<file path="src/logic/ifp_map.vh">
// Constants for the I2C flash program sequencer
`ifndef IFP_MAP_VH
`define IFP_MAP_VH
// Slave address byte, write direction, and mode code
`define IFP_SLV_WR      8'hA0
`define IFP_MODE_CODE   8'h00
// Command codes
`define IFP_CMD_BLK_ERW 8'h01
`define IFP_CMD_BYTE_PR 8'h02
`define IFP_CMD_BLK_CLR 8'h03
`define IFP_CMD_BYT_CLR 8'h04
`define IFP_CMD_ALL_CLR 8'h09
`define IFP_CMD_BLK_NER 8'h0B
`define IFP_CMD_SEL_PG  8'h0C
`define IFP_CMD_ADV_BLK 8'h0F
// Erase kinds on the memory port
`define IFP_KIND_ALL    2'h0
`define IFP_KIND_BLOCK  2'h1
`define IFP_KIND_BYTE   2'h2
// Pointer layout and limits
`define IFP_BLK_LAST    3'h7
`define IFP_SEQ_LASTPG  8'h1F
`define IFP_RST_PAGE    8'h30
`define IFP_RST_BLOCK   3'h3
`define IFP_BLK_BYTES   32
`define IFP_LAST_BYTE   5'h1F
// Clock rate and operation times
`define IFP_CLK_KHZ     10000
`define IFP_T_ERASE_US  2000
`define IFP_T_WRITE_US  2500
`define IFP_T_ERWR_US   4500
`define IFP_CYC(us)     (((us) * `IFP_CLK_KHZ) / 1000)
`endif

</file>
<file path="src/logic/ifp_buf.v">
// Block data buffer with registered read port
module ifp_buf #(
  parameter WIDTH = 8,
  parameter DEPTH = 32,
  parameter AW    = 5
) (
  input  wire             clock,
  input  wire             we,
  input  wire [AW-1:0]    wrAddr,
  input  wire [WIDTH-1:0] wrData,
  input  wire [AW-1:0]    rdAddr,
  output reg  [WIDTH-1:0] rdData
);
  reg [WIDTH-1:0] mem [0:DEPTH-1];

  // Write port and registered read
  always @(posedge clock)
  begin
    if (we)
      mem[wrAddr] <= wrData;
    rdData <= mem[rdAddr];
  end
endmodule // ifp_buf

</file>
<file path="src/logic/ifp_i2c_rx.v">
// I2C slave receiver: bytes, acknowledge slot and clock hold
module ifp_i2c_rx (
  input  wire       clock,
  input  wire       rstn,
  input  wire       sclIn,
  input  wire       sdaIn,
  input  wire       ackReq,
  input  wire       holdReq,
  input  wire       holdRel,
  output reg        sdaOe,
  output reg        sclOe,
  output reg        byteStb,
  output reg  [7:0] byteData,
  output reg        firstByte,
  output reg        ackDone,
  output reg        startStb,
  output reg        stopStb
);
  reg       sclS1_r;
  reg       sclS2_r;
  reg       sclS3_r;
  reg       sdaS1_r;
  reg       sdaS2_r;
  reg       sdaS3_r;
  reg [3:0] bitCnt_r;
  reg       ackPh_r;
  reg       inFirst_r;
  wire      sclRise = sclS2_r & ~sclS3_r;
  wire      sclFall = ~sclS2_r & sclS3_r;
  wire      sclHigh = sclS2_r & sclS3_r;
  wire      isStart = sclHigh & ~sdaS2_r & sdaS3_r;
  wire      isStop  = sclHigh & sdaS2_r & ~sdaS3_r;

  // Two-stage synchronisers plus an edge stage
  always @(posedge clock or negedge rstn)
  begin
    if (!rstn)
    begin
      {sclS1_r, sclS2_r, sclS3_r} <= 3'h7;
      {sdaS1_r, sdaS2_r, sdaS3_r} <= 3'h7;
    end
    else
    begin
      {sclS1_r, sclS2_r, sclS3_r} <= {sclIn, sclS1_r, sclS2_r};
      {sdaS1_r, sdaS2_r, sdaS3_r} <= {sdaIn, sdaS1_r, sdaS2_r};
    end
  end

  // Bit shifting, acknowledge drive and SCL hold
  always @(posedge clock or negedge rstn)
  begin
    if (!rstn)
    begin
      bitCnt_r  <= 4'h0;
      ackPh_r   <= 1'b0;
      inFirst_r <= 1'b0;
      sdaOe     <= 1'b0;
      sclOe     <= 1'b0;
      byteStb   <= 1'b0;
      byteData  <= 8'h00;
      firstByte <= 1'b0;
      ackDone   <= 1'b0;
      startStb  <= 1'b0;
      stopStb   <= 1'b0;
    end
    else
    begin
      byteStb  <= 1'b0;
      ackDone  <= 1'b0;
      startStb <= isStart;
      stopStb  <= isStop;
      if (isStart || isStop)
      begin
        bitCnt_r  <= 4'h0;
        ackPh_r   <= 1'b0;
        sdaOe     <= 1'b0;
        inFirst_r <= isStart;
      end
      else if (sclRise && bitCnt_r != 4'h8)
      begin
        byteData <= {byteData[6:0], sdaS2_r};
        bitCnt_r <= bitCnt_r + 4'h1;
        if (bitCnt_r == 4'h7)
        begin
          byteStb   <= 1'b1;
          firstByte <= inFirst_r;
          inFirst_r <= 1'b0;
        end
      end
      else if (sclFall && bitCnt_r == 4'h8)
      begin
        if (!ackPh_r)
        begin
          ackPh_r <= 1'b1;
          sdaOe   <= ackReq;
        end
        else
        begin
          // Hold SCL low right as the acknowledge slot ends
          ackPh_r  <= 1'b0;
          sdaOe    <= 1'b0;
          bitCnt_r <= 4'h0;
          ackDone  <= 1'b1;
          if (holdReq)
            sclOe <= 1'b1;
        end
      end
      if (holdRel)
        sclOe <= 1'b0;
    end
  end
endmodule // ifp_i2c_rx

</file>
<file path="src/logic/ifp_seq.v">
// Programming-mode command sequencer behind the I2C slave pins
// What this block does
// - Erase-all zeroes memory, holds SCL 2 ms
// - Erase-all also clears the lock state
// - No-erase block program takes 32 acked bytes
// - After byte 32, hold SCL 2.5 ms
// - Block pointer 0-7, wraps into next page
// - Select-page loads page from next byte
// - Byte program takes offset then data byte
// - Byte program holds SCL about 4.5 ms
// - Erasing block program: 32 bytes, 4.5 ms hold
// - Commands chain freely within one session
// - Byte and block clear zero their target
// - Increment past page 31 end wraps pointers to zero
// - Page 48 blocks 0-3 are writable
// - Entry: address 1010000 write, mode code zero
// - Decode the eight command byte codes
// - Block clear uses top 3 bits of byte
`include "ifp_map.vh"
module ifp_seq #(
  parameter T_ERASE_CYC = `IFP_CYC(`IFP_T_ERASE_US),
  parameter T_WRITE_CYC = `IFP_CYC(`IFP_T_WRITE_US),
  parameter T_ERWR_CYC  = `IFP_CYC(`IFP_T_ERWR_US)
) (
  input  wire        clock,
  input  wire        rstn,
  input  wire        sclIn,
  output wire        sclOut,
  output wire        sclOe,
  input  wire        sdaIn,
  output wire        sdaOut,
  output wire        sdaOe,
  output wire        nvmErase,
  output wire [1:0]  nvmEraseKind,
  output wire        nvmWr,
  output wire [15:0] nvmAddr,
  output wire [7:0]  nvmWdata,
  output wire        lockClr,
  output wire        busy,
  output wire        modeActive
);
  localparam [7:0] S_ADDR = 8'h01;
  localparam [7:0] S_MODE = 8'h02;
  localparam [7:0] S_CMD  = 8'h04;
  localparam [7:0] S_ARG1 = 8'h08;
  localparam [7:0] S_ARG2 = 8'h10;
  localparam [7:0] S_DATA = 8'h20;
  localparam [7:0] S_OP   = 8'h40;
  localparam [7:0] S_WAIT = 8'h80;

  reg  [7:0]  state_r;
  reg         modeOk_r;
  reg  [7:0]  cmd_r;
  reg  [7:0]  page_r;
  reg  [2:0]  block_r;
  reg  [4:0]  off_r;
  reg  [7:0]  arg_r;
  reg  [4:0]  cnt_r;
  reg         ackReq_r;
  reg         holdReq_r;
  reg         holdRel_r;
  reg  [15:0] timer_r;
  reg  [5:0]  idx_r;
  reg         rdPend_r;
  reg  [4:0]  rdIdx_r;
  reg         nvmErase_r;
  reg  [1:0]  nvmEraseKind_r;
  reg         nvmWr_r;
  reg  [15:0] nvmAddr_r;
  reg  [7:0]  nvmWdata_r;
  reg         lockClr_r;
  reg         busy_r;
  wire        byteStb;
  wire [7:0]  byteData;
  wire        firstByte;
  wire        ackDone;
  wire        startStb;
  wire        stopStb;
  wire [7:0]  bufRdData;
  wire        bufWe = byteStb && !firstByte && state_r == S_DATA;
  wire        streams;
  wire [10:0] advPtr;

  // Next page and block for one block advance
  function [10:0] nextPtr;
    input [7:0] pg;
    input [2:0] blk;
    begin
      if (blk != `IFP_BLK_LAST)
        nextPtr = {pg, blk + 3'h1};
      else if (pg >= `IFP_SEQ_LASTPG)
        nextPtr = 11'h000;
      else
        nextPtr = {pg + 8'h01, 3'h0};
    end
  endfunction

  // Absolute memory address from page, block, offset
  function [15:0] absAddr;
    input [7:0] pg;
    input [2:0] blk;
    input [4:0] off;
    begin
      absAddr = {pg, blk, off};
    end
  endfunction

  assign advPtr  = nextPtr(page_r, block_r);
  assign streams = cmd_r == `IFP_CMD_BLK_ERW || cmd_r == `IFP_CMD_BLK_NER;

  ifp_i2c_rx u_rx (
    .clock     (clock),
    .rstn      (rstn),
    .sclIn     (sclIn),
    .sdaIn     (sdaIn),
    .ackReq    (ackReq_r),
    .holdReq   (holdReq_r),
    .holdRel   (holdRel_r),
    .sdaOe     (sdaOe),
    .sclOe     (sclOe),
    .byteStb   (byteStb),
    .byteData  (byteData),
    .firstByte (firstByte),
    .ackDone   (ackDone),
    .startStb  (startStb),
    .stopStb   (stopStb)
  );

  ifp_buf #(
    .WIDTH (8),
    .DEPTH (`IFP_BLK_BYTES),
    .AW    (5)
  ) u_buf (
    .clock  (clock),
    .we     (bufWe),
    .wrAddr (cnt_r),
    .wrData (byteData),
    .rdAddr (idx_r[4:0]),
    .rdData (bufRdData)
  );

  // Pins only ever pull low
  assign sclOut       = 1'b0;
  assign sdaOut       = 1'b0;
  assign nvmErase     = nvmErase_r;
  assign nvmEraseKind = nvmEraseKind_r;
  assign nvmWr        = nvmWr_r;
  assign nvmAddr      = nvmAddr_r;
  assign nvmWdata     = nvmWdata_r;
  assign lockClr      = lockClr_r;
  assign busy         = busy_r;
  assign modeActive   = modeOk_r;

  // Command decoding, pointers and operation sequencing
  always @(posedge clock or negedge rstn)
  begin
    if (!rstn)
    begin
      state_r        <= S_ADDR;
      modeOk_r       <= 1'b0;
      cmd_r          <= 8'h00;
      page_r         <= `IFP_RST_PAGE;
      block_r        <= `IFP_RST_BLOCK;
      off_r          <= 5'h00;
      arg_r          <= 8'h00;
      cnt_r          <= 5'h00;
      ackReq_r       <= 1'b0;
      holdReq_r      <= 1'b0;
      holdRel_r      <= 1'b0;
      timer_r        <= 16'h0000;
      idx_r          <= 6'h00;
      rdPend_r       <= 1'b0;
      rdIdx_r        <= 5'h00;
      nvmErase_r     <= 1'b0;
      nvmEraseKind_r <= `IFP_KIND_ALL;
      nvmWr_r        <= 1'b0;
      nvmAddr_r      <= 16'h0000;
      nvmWdata_r     <= 8'h00;
      lockClr_r      <= 1'b0;
      busy_r         <= 1'b0;
    end
    else
    begin
      nvmErase_r <= 1'b0;
      nvmWr_r    <= 1'b0;
      lockClr_r  <= 1'b0;
      holdRel_r  <= 1'b0;
      if (ackDone)
        ackReq_r <= 1'b0;
      case (state_r)
        S_OP, S_WAIT:
        begin
          timer_r <= timer_r - 16'h0001;
          rdPend_r <= 1'b0;
          if (state_r == S_OP && streams && idx_r != 6'h20)
          begin
            rdPend_r <= 1'b1;
            rdIdx_r  <= idx_r[4:0];
            idx_r    <= idx_r + 6'h01;
          end
          // byte-by-byte write of the buffered block, one byte per cycle
          if (rdPend_r)
          begin
            nvmWr_r    <= 1'b1;
            nvmAddr_r  <= absAddr(page_r, block_r, rdIdx_r);
            nvmWdata_r <= bufRdData;
          end
          // single byte write after its erase
          if (state_r == S_OP && cmd_r == `IFP_CMD_BYTE_PR)
          begin
            nvmWr_r    <= 1'b1;
            nvmAddr_r  <= absAddr(page_r, block_r, off_r);
            nvmWdata_r <= arg_r;
          end
          if (state_r == S_OP && !rdPend_r
              && (!streams || idx_r == 6'h20))
            state_r <= S_WAIT;
          if (state_r == S_WAIT && timer_r == 16'h0000)
          begin
            holdRel_r <= 1'b1;
            busy_r    <= 1'b0;
            state_r   <= S_CMD;
          end
        end
        default:
        begin
          if (ackDone && holdReq_r)
          begin
            holdReq_r <= 1'b0;
            busy_r    <= 1'b1;
            idx_r     <= 6'h00;
            state_r   <= S_OP;
            case (cmd_r)
              `IFP_CMD_ALL_CLR:
              begin
                nvmErase_r     <= 1'b1;
                nvmEraseKind_r <= `IFP_KIND_ALL;
                nvmAddr_r      <= 16'h0000;
                lockClr_r      <= 1'b1;
                timer_r        <= T_ERASE_CYC[15:0];
              end
              `IFP_CMD_BLK_CLR, `IFP_CMD_BLK_ERW:
              begin
                nvmErase_r     <= 1'b1;
                nvmEraseKind_r <= `IFP_KIND_BLOCK;
                nvmAddr_r      <= absAddr(page_r, block_r, 5'h00);
                if (cmd_r == `IFP_CMD_BLK_ERW)
                  timer_r <= T_ERWR_CYC[15:0];
                else
                  timer_r <= T_ERASE_CYC[15:0];
              end
              `IFP_CMD_BYT_CLR, `IFP_CMD_BYTE_PR:
              begin
                nvmErase_r     <= 1'b1;
                nvmEraseKind_r <= `IFP_KIND_BYTE;
                nvmAddr_r      <= absAddr(page_r, block_r, off_r);
                if (cmd_r == `IFP_CMD_BYTE_PR)
                  timer_r <= T_ERWR_CYC[15:0];
                else
                  timer_r <= T_ERASE_CYC[15:0];
              end
              default:
              begin
                timer_r <= T_WRITE_CYC[15:0];
              end
            endcase
          end
          else if (stopStb)
          begin
            holdReq_r <= 1'b0;
            state_r   <= S_ADDR;
          end
          else if (byteStb && firstByte)
          begin
            if (byteData == `IFP_SLV_WR)
            begin
              ackReq_r <= 1'b1;
              state_r  <= modeOk_r ? S_CMD : S_MODE;
            end
            else
              state_r <= S_ADDR;
          end
          else if (byteStb)
          begin
            case (state_r)
              S_MODE:
              begin
                if (byteData == `IFP_MODE_CODE)
                begin
                  ackReq_r <= 1'b1;
                  modeOk_r <= 1'b1;
                  state_r  <= S_CMD;
                end
                else
                  state_r <= S_ADDR;
              end
              S_CMD:
              begin
                cmd_r <= byteData;
                case (byteData)
                  `IFP_CMD_ADV_BLK:
                  begin
                    // wrap to zero past page 31
                    ackReq_r <= 1'b1;
                    page_r   <= advPtr[10:3];
                    block_r  <= advPtr[2:0];
                    off_r    <= 5'h00;
                  end
                  `IFP_CMD_ALL_CLR:
                  begin
                    ackReq_r  <= 1'b1;
                    holdReq_r <= 1'b1;
                  end
                  `IFP_CMD_SEL_PG, `IFP_CMD_BYTE_PR,
                  `IFP_CMD_BLK_CLR, `IFP_CMD_BYT_CLR:
                  begin
                    ackReq_r <= 1'b1;
                    state_r  <= S_ARG1;
                  end
                  `IFP_CMD_BLK_ERW, `IFP_CMD_BLK_NER:
                  begin
                    ackReq_r <= 1'b1;
                    cnt_r    <= 5'h00;
                    state_r  <= S_DATA;
                  end
                  default:
                    ackReq_r <= 1'b0;
                endcase
              end
              S_ARG1:
              begin
                ackReq_r <= 1'b1;
                if (cmd_r == `IFP_CMD_SEL_PG)
                begin
                  // page from next byte, any page
                  page_r  <= byteData;
                  block_r <= 3'h0;
                  off_r   <= 5'h00;
                  state_r <= S_CMD;
                end
                else
                begin
                  block_r <= byteData[7:5];
                  off_r   <= (cmd_r == `IFP_CMD_BLK_CLR) ? 5'h00
                                                         : byteData[4:0];
                  if (cmd_r == `IFP_CMD_BYTE_PR)
                    state_r <= S_ARG2;
                  else
                  begin
                    holdReq_r <= 1'b1;
                    state_r   <= S_CMD;
                  end
                end
              end
              S_ARG2:
              begin
                ackReq_r  <= 1'b1;
                arg_r     <= byteData;
                holdReq_r <= 1'b1;
                state_r   <= S_CMD;
              end
              S_DATA:
              begin
                ackReq_r <= 1'b1;
                cnt_r    <= cnt_r + 5'h01;
                if (cnt_r == `IFP_LAST_BYTE)
                begin
                  holdReq_r <= 1'b1;
                  state_r   <= S_CMD;
                end
              end
              default:
                ackReq_r <= 1'b0;
            endcase
          end
        end
      endcase
    end
  end
endmodule // ifp_seq
</file>
<file path="config.mk">
export PLATFORM = sky130hd
export DESIGN_NAME = ifp_seq
export DESIGN_NICKNAME = d
export VERILOG_FILES = /design/src/logic/ifp_buf.v /design/src/logic/ifp_i2c_rx.v /design/src/logic/ifp_seq.v
export VERILOG_INCLUDE_DIRS = /design/src /design/src/logic
export SDC_FILE = /design/constraint.sdc
export NUM_CORES = 1
export LEC_CHECK = 0
export BUFFER_PORTS_ARGS = -buffer_cell sky130_fd_sc_hd__buf_4
export CORE_MARGIN = 4
export CORE_UTILIZATION = 45
export CTS_CLUSTER_DIAMETER = 40
export DETAILED_ROUTE_END_ITERATION = 10
export PLACE_DENSITY = 0.7
export SETUP_SLACK_MARGIN = 0.5
export SLEW_MARGIN = 0
export SYNTH_ARGS = -nofsm -noshare
export SYNTH_HDL_FRONTEND = slang
export SYNTH_SLANG_ARGS = --single-unit
</file>
<file path="constraint.sdc">
create_clock -name clock -period 3.4 [get_ports clock]
set_clock_uncertainty 0.1 [all_clocks]
set_input_delay 0.17 -clock clock [delete_from_list [all_inputs] [get_ports clock]]
set_output_delay 0.17 -clock clock [all_outputs]
set_load 0.02 [all_outputs]
</file>
* After elaboration in Yosys (flattened, before gate mapping)
Memory sizes are Yosys's and may differ from the RTL's. A register that Yosys moved wholly into a read port is not among the register bits.
Cells that the tools add are included.
** Operators by class
- Add/subtract/negate cells :: 6
- $lt $le $gt $ge :: 1
- Equality and inequality tests :: 48
- Multiplexer cells :: 109
- Bitwise logic cells :: 16
- Reductions and logical operators :: 66
** Operator list (count)
- two-way mux 16 bit :: 8
- two-way mux 8 bit :: 12
- case mux 16 bit (3 select lines) :: 2
- equality test 8 x 4 -> 1 bit, second input constant :: 8
- two-way mux 1 bit :: 58
- equality test 8 x 2 -> 1 bit, second input constant :: 5
- case mux 8 bit (5 select lines) :: 1
- case mux 8 bit (2 select lines) :: 2
- two-way mux 5 bit :: 6
- equality test 8 x 3 -> 1 bit, second input constant :: 3
- two-way mux 11 bit :: 2
- AND reduction 7 bit :: 3
- case mux 5 bit (2 select lines) :: 2
- nonzero test 2 bit :: 10
- two-way mux 6 bit :: 3
- equality test 8 x 1 -> 1 bit, second input constant :: 2
- equality test 8 bit, second input constant :: 2
- zero test 16 bit :: 1
- two-way mux 4 bit :: 4
- != test 2 bit, second input constant :: 8
- AND reduction 2 bit :: 8
- subtractor 16 x 1 -> 16 bit, second input constant :: 1
- two-way mux 3 bit :: 5
- logical AND 1 bit :: 12
- other kinds (46) :: 78
** Word-level totals
- Flip-flop bits (word level) :: 133
- Memory bits (writable) :: 256
- Input bits :: 4
- Output and inout bits :: 35
- Word-level logic and storage cells :: 285
- Memories kept :: 1
** Memory list
- u_buf.mem :: words 32, width 8, rd ports 1, clocked after Yosys merged registers in 1, write ports 1, line ifp_buf.v:14 : reg [WIDTH-1:0] mem [0:DEPTH-1];

* Depth between registers and ports, before layout
- Word-level depth :: 9
- Gate-level depth with buffers :: 11
- Mapped depth without buffers :: 8

* Modules after synthesis
From an unflattened synthesis, not the netlist that was laid out.
** Unflattened totals
- Cells, all modules :: 1117
- Area, all modules :: 16816.1 um2
** By module, submodules not included
- ifp_buf :: times used 1, cells an instance 417, area each 10053.4 um2, seq. area each 7847.5 um2
- ifp_seq :: times used 1, cells an instance 602, area each 5667.9 um2, seq. area each 2683.8 um2
- ifp_i2c_rx :: times used 1, cells an instance 98, area each 1094.8 um2, seq. area each 683.2 um2

* Least setup slack after synthesis
No wires, ideal clock.
- Path kind :: flip-flop to flip-flop
- From :: register idx_r[1]
- To :: register state_r[2]
- Setup time :: 125 ps
- Arrival time :: 2632 ps
- Data required time :: 3175 ps
- Path slack :: 543 ps
- Stages on the path, launching flop included :: 11
- Path buffers :: 3
- Period minus slack after synthesis :: 2857 ps
- Cells stage by stage :: dfrtp_1 buf_1 buf_1 inv_1 ha_1 nand2_1 nor4_1 or4_2 buf_6 nand4b_4 mux2_2
** Between the ends
- Longest elaborated chain between the ends :: 5
** Ends and longest elaborated chain
- from (decl) :: line ifp_seq.v:63 : reg [5:0] idx_r;
- from (signal assigned) :: line ifp_seq.v:199 : idx_r <= idx_r + 6'h01;
- equality test 6 bit :: line ifp_seq.v:216 : && (!streams || idx_r == 6'h20))
- logical OR 1 bit :: line ifp_seq.v:216
- logical AND 1 bit :: line ifp_seq.v:216
- != test 3 bit (no line)
- AND reduction 5 bit (no line)
- to (signal assigned) :: line ifp_seq.v:278 : state_r <= modeOk_r ? S_CMD : S_MODE;
- to (decl) :: line ifp_seq.v:51 : reg [7:0] state_r;
Every way passes these cells.
A chain may end at the register's enable or synchronous reset.

* Worst setup path in the final report
- From :: register timer_r[0]
- To :: register state_r[2]
** Between the ends
- Longest elaborated chain between the ends :: 4
- Elaborated cells on any way between the ends :: 6
- Those cells by class :: eq/ne (1); mux (2); reduce/logical (3)
** Ends and longest elaborated chain
- from (decl) :: line ifp_seq.v:62 : reg [15:0] timer_r;
- from (signal assigned) :: line ifp_seq.v:193 : timer_r <= timer_r - 16'h0001;
- from (signal assigned) :: line ifp_seq.v:240 : timer_r <= T_ERASE_CYC[15:0];
- from (signal assigned) :: line ifp_seq.v:248 : timer_r <= T_ERWR_CYC[15:0];
- zero test 16 bit * :: line ifp_seq.v:218 : if (state_r == S_WAIT && timer_r == 16'h0000)
- logical AND 1 bit * :: line ifp_seq.v:218
- != test 3 bit (no line) / two-way mux 8 bit (equally long branches)
- AND reduction 5 bit (no line) / two-way mux 8 bit (equally long branches)
Mark *: on every way between the ends. The rest lies on a longest branch, timed or not.

==> flow_summary.ini <==
[setup_path]
startpoint_type = flip-flop
startpoint = timer_r[0]
cp.arrival_ps = 3220
path_cells = inv_1, ha_2, or4b_4, or4_4, or4b_4, nand4_4, nand4b_4, mux2_4
cp-end-kind = flip-flop
critPathRequiredTime_ps = 3720
cp_common_cell = or4b_4
r2r_start = timer_r[0]
crit_fanout = 7
reg2reg_setup_slack_ps = 510
critPathSlowestCell = or4b_4
criticalPathCategory = reg2reg
cpPeakStageDelay_ps = 540

[power_and_ir_drop]
irDropWorstVdd_mv = 0.515
p_comb_share_pct = 7.4
power.switching_w = 0.00270
p_int_w = 0.00868
swShare_pct = 23.7
pwr-share-seq_pct = 50.1
leakagePower_nw = 7.30
power_density_nw_per_um2 = 583
clkPwrFrac_pct = 42.5

[floorplanning]
initial_utilization_pct = 45.6
ioPinCount = 39
core_area_um2 = 36600
die_x_um = 201
fp-row-count = 70
die_y_um = 201
die-area_um2 = 40300

[final_layout]
antenna_cells = 0
layout-drive-gt1-share_pct = 27.1
utilization_pct = 53.3
regArea_um2 = 11200
final_common_cell = edfxtp_1
fin_nets = 1231
final_cell_mix = 256 x edfxtp_1, 120 x dfrtp_1, 107 x nand2_1
stdcell_count = 1718
fill_cells = 2912
multi_input_area_um2 = 5270
syn2layout_area_growth_pct = 16.9

[cts]
clkLatencyLatePin_ps = 550
htreeDepth = 2
cts_buffers = 46
clockBufferDepth = 3
cts.sinks = 397
cts_root_buffer = clkbuf_16
cts_tree = done
clkTransAtPathRegs_ps = 60

[global_routing]
grt_pass1_vias = 9956
grt_max_degree = 104
grt_pass1_wl_um = 57200
overflow = 0
antenna_found_initial = 1
grt.total_usage_pct = 17.9

[routing]
drtIter0Drc = 902
viasPerCell = 5.74
ant_nets = 0
drc = 0
dr.pass1.iters = 5
drt-total-wl_um = 36000
vias = 9863
wl_per_cell_um = 21.0

[timing]
hold_viol_final = 0
finalCriticalPeriod_ps = 2890
finalCritPeriodShare_pct = 85.1
final.setup.tns_ps = 0
max_slew_margin_pct = 38.4
max_freq_ghz = 0.345
rsz0062_at_grt = yes
setup_viol = 0
slew_viol_final = 0
worstMarginPinSlew_ps = 923

[placed_design]
gp_congestion = 0.878
portBuffers = 36
dp_cells = 1619
dp_hpwl_um = 22000

[yosys]
synth_edf_count = 256
yosysUniqueCellTypes = 73
ys_seq_area_share_pct = 67.0
synth_ff_type = edfxtp_1
async_flop_share_pct = 33.5
synthCells = 1106
synth_area_um2 = 16700
synth.avg_cell_area_um2 = 15.1
yosys_warnings = 0
synth_seq_cells = 397

[job]
maxCapViolCount = 0

[outcome]
status = completed

[worst_hold_path]
holdCritPathClass = in2reg
min_from = sdaIn
## power groups by stage
| stage | Clock (W) | Combinational, W | Sequential, W |
|---|---|---|---|
| final | 0.00484 | 0.000841 | 0.00570 |
| after global routing | 0.00515 | 0.000923 | 0.00571 |
| after CTS | 0.00494 | 0.000843 | 0.00569 |
| after detailed placement | 0 | 0.000844 | 0.00579 |
| after global placement | 0 | 0.000803 | 0.00579 |
| after floorplan | 0 | 0.000215 | 0.00595 |
## what timing repair did
item	in CTS	in global routing
setup buffers	6	6
pin swaps	3	3
endpoints found under the hold margin	97	0
hold buffers	3	0
gates resized for setup	5	5
endpoints found under the setup margin	6	28
## per-stage QoR
stage	hold WS, ps	setup slack (ps)	total power, W	area, um^2
6_report	186	505	0.0114	19500
5_1_grt	184	428	0.0118	19500
4_1_cts	169	459	0.0115	19400
3_5_place_dp	201	374	0.00664	17800
3_3_place_gp	201	432	0.00659	17800
2_1_floorplan	-226	543	0.00616	16700
## cell type report
type / count / share of cell area, %
clock buffer: 62 / 6.79
timing repair buffer: 111 / 4.46
tap: 468 / 3.00
sequential: 397 / 57.4
clock inverter: 22 / 1.05
inverter: 19 / 0.365
multi-input combinational: 639 / 27.0
## logic make-up after synthesis
kind of cell             count (synthesis)  share of synthesized area, %
multiplexers                           130                          14.1
other                                    1                        0.0225
buffers and inverters                   71                          1.81
adder cells (fa/ha/maj)                 13                         0.974
AND/OR/NAND/NOR                        322                          9.64
XOR/XNOR                                13                         0.682
flip-flops                             397                          67.0
AO/OA/AOI/OAI                          159                          5.78
## registers in the layout, indices dropped and copies added, names as in the netlist, 2 cells and up
name,cells
off_r,5
cmd_r,8
u_rx.byteData,8
nvmAddr,16
u_rx.bitCnt_r,4
state_r,8
cnt_r,5
block_r,3
timer_r,16
u_buf.rdData,8
u_buf.mem,256
arg_r,8
rdIdx_r,5
page_r,8
nvmWdata,8
nvmEraseKind,2
idx_r,6
## layer usage
layer	vias to the layer above	global-route usage (%)	part of all wire, %
li1	4457	-	-
met5	-	0	0
met2	322	28.8	48
met3	52	3.55	6.4
met1	5032	25.4	44
met4	0	4.40	1.8
## final timing paths
kind / endpoint / depth (start not counted)
max in group asynchronous: u_rx.sclS1_r / 3
setup reg to reg: state_r[2] / 8
hold / removal: u_rx.sdaS1_r / 2
hold reg to reg: u_rx.sclS2_r / 0
setup / recovery: state_r[2] / 8
min in group asynchronous: nvmAddr[8] / 2
## synth_stat cells, types with 3 or more instances
| cell type | count | area (um^2) |
|---|---|---|
| a21o_1 | 7 | 52.6 |
| a21oi_1 | 46 | 230 |
| a311oi_1 | 6 | 52.6 |
| a31oi_1 | 4 | 25.0 |
| a32o_1 | 3 | 30.0 |
| and2_1 | 4 | 25.0 |
| and3_1 | 10 | 62.6 |
| buf_1 | 7 | 26.3 |
| buf_4 | 3 | 22.5 |
| buf_6 | 3 | 33.8 |
| clkbuf_1 | 37 | 139 |
| dfrtp_1 | 122 | 3050 |
| dfstp_2 | 11 | 289 |
| dfxtp_1 | 8 | 160 |
| edfxtp_1 | 256 | 7690 |
| ha_1 | 13 | 163 |
| inv_1 | 19 | 71.3 |
| mux2_2 | 40 | 450 |
| mux2i_1 | 10 | 100 |
| mux4_2 | 80 | 1800 |
| nand2_1 | 108 | 405 |
| nand2b_1 | 8 | 50.1 |
| nand3_1 | 22 | 110 |
| nand3b_1 | 6 | 45.0 |
| nand4_1 | 3 | 18.8 |
| nand4b_1 | 4 | 35.0 |
| nor2_1 | 86 | 323 |
| nor2b_1 | 10 | 62.6 |
| nor3_1 | 17 | 85.1 |
| nor3b_1 | 7 | 52.6 |
| nor4_1 | 7 | 43.8 |
| nor4b_1 | 4 | 35.0 |
| o211ai_1 | 4 | 30.0 |
| o21ai_0 | 61 | 305 |
| or3_1 | 6 | 37.5 |
| or4_1 | 4 | 30.0 |
| xnor2_1 | 6 | 52.6 |
| xor2_1 | 7 | 61.3 |
## worst max-delay path: cells and delay by family (launching register included)
kind	cells	cell delay (ps)
adders and majority gates	1	170
buffers and inverters	1	60
DFF	1	380
muxes	1	340
and+or+nand+nor	5	1720
No activity file was read; power rests on OpenSTA's default activity.
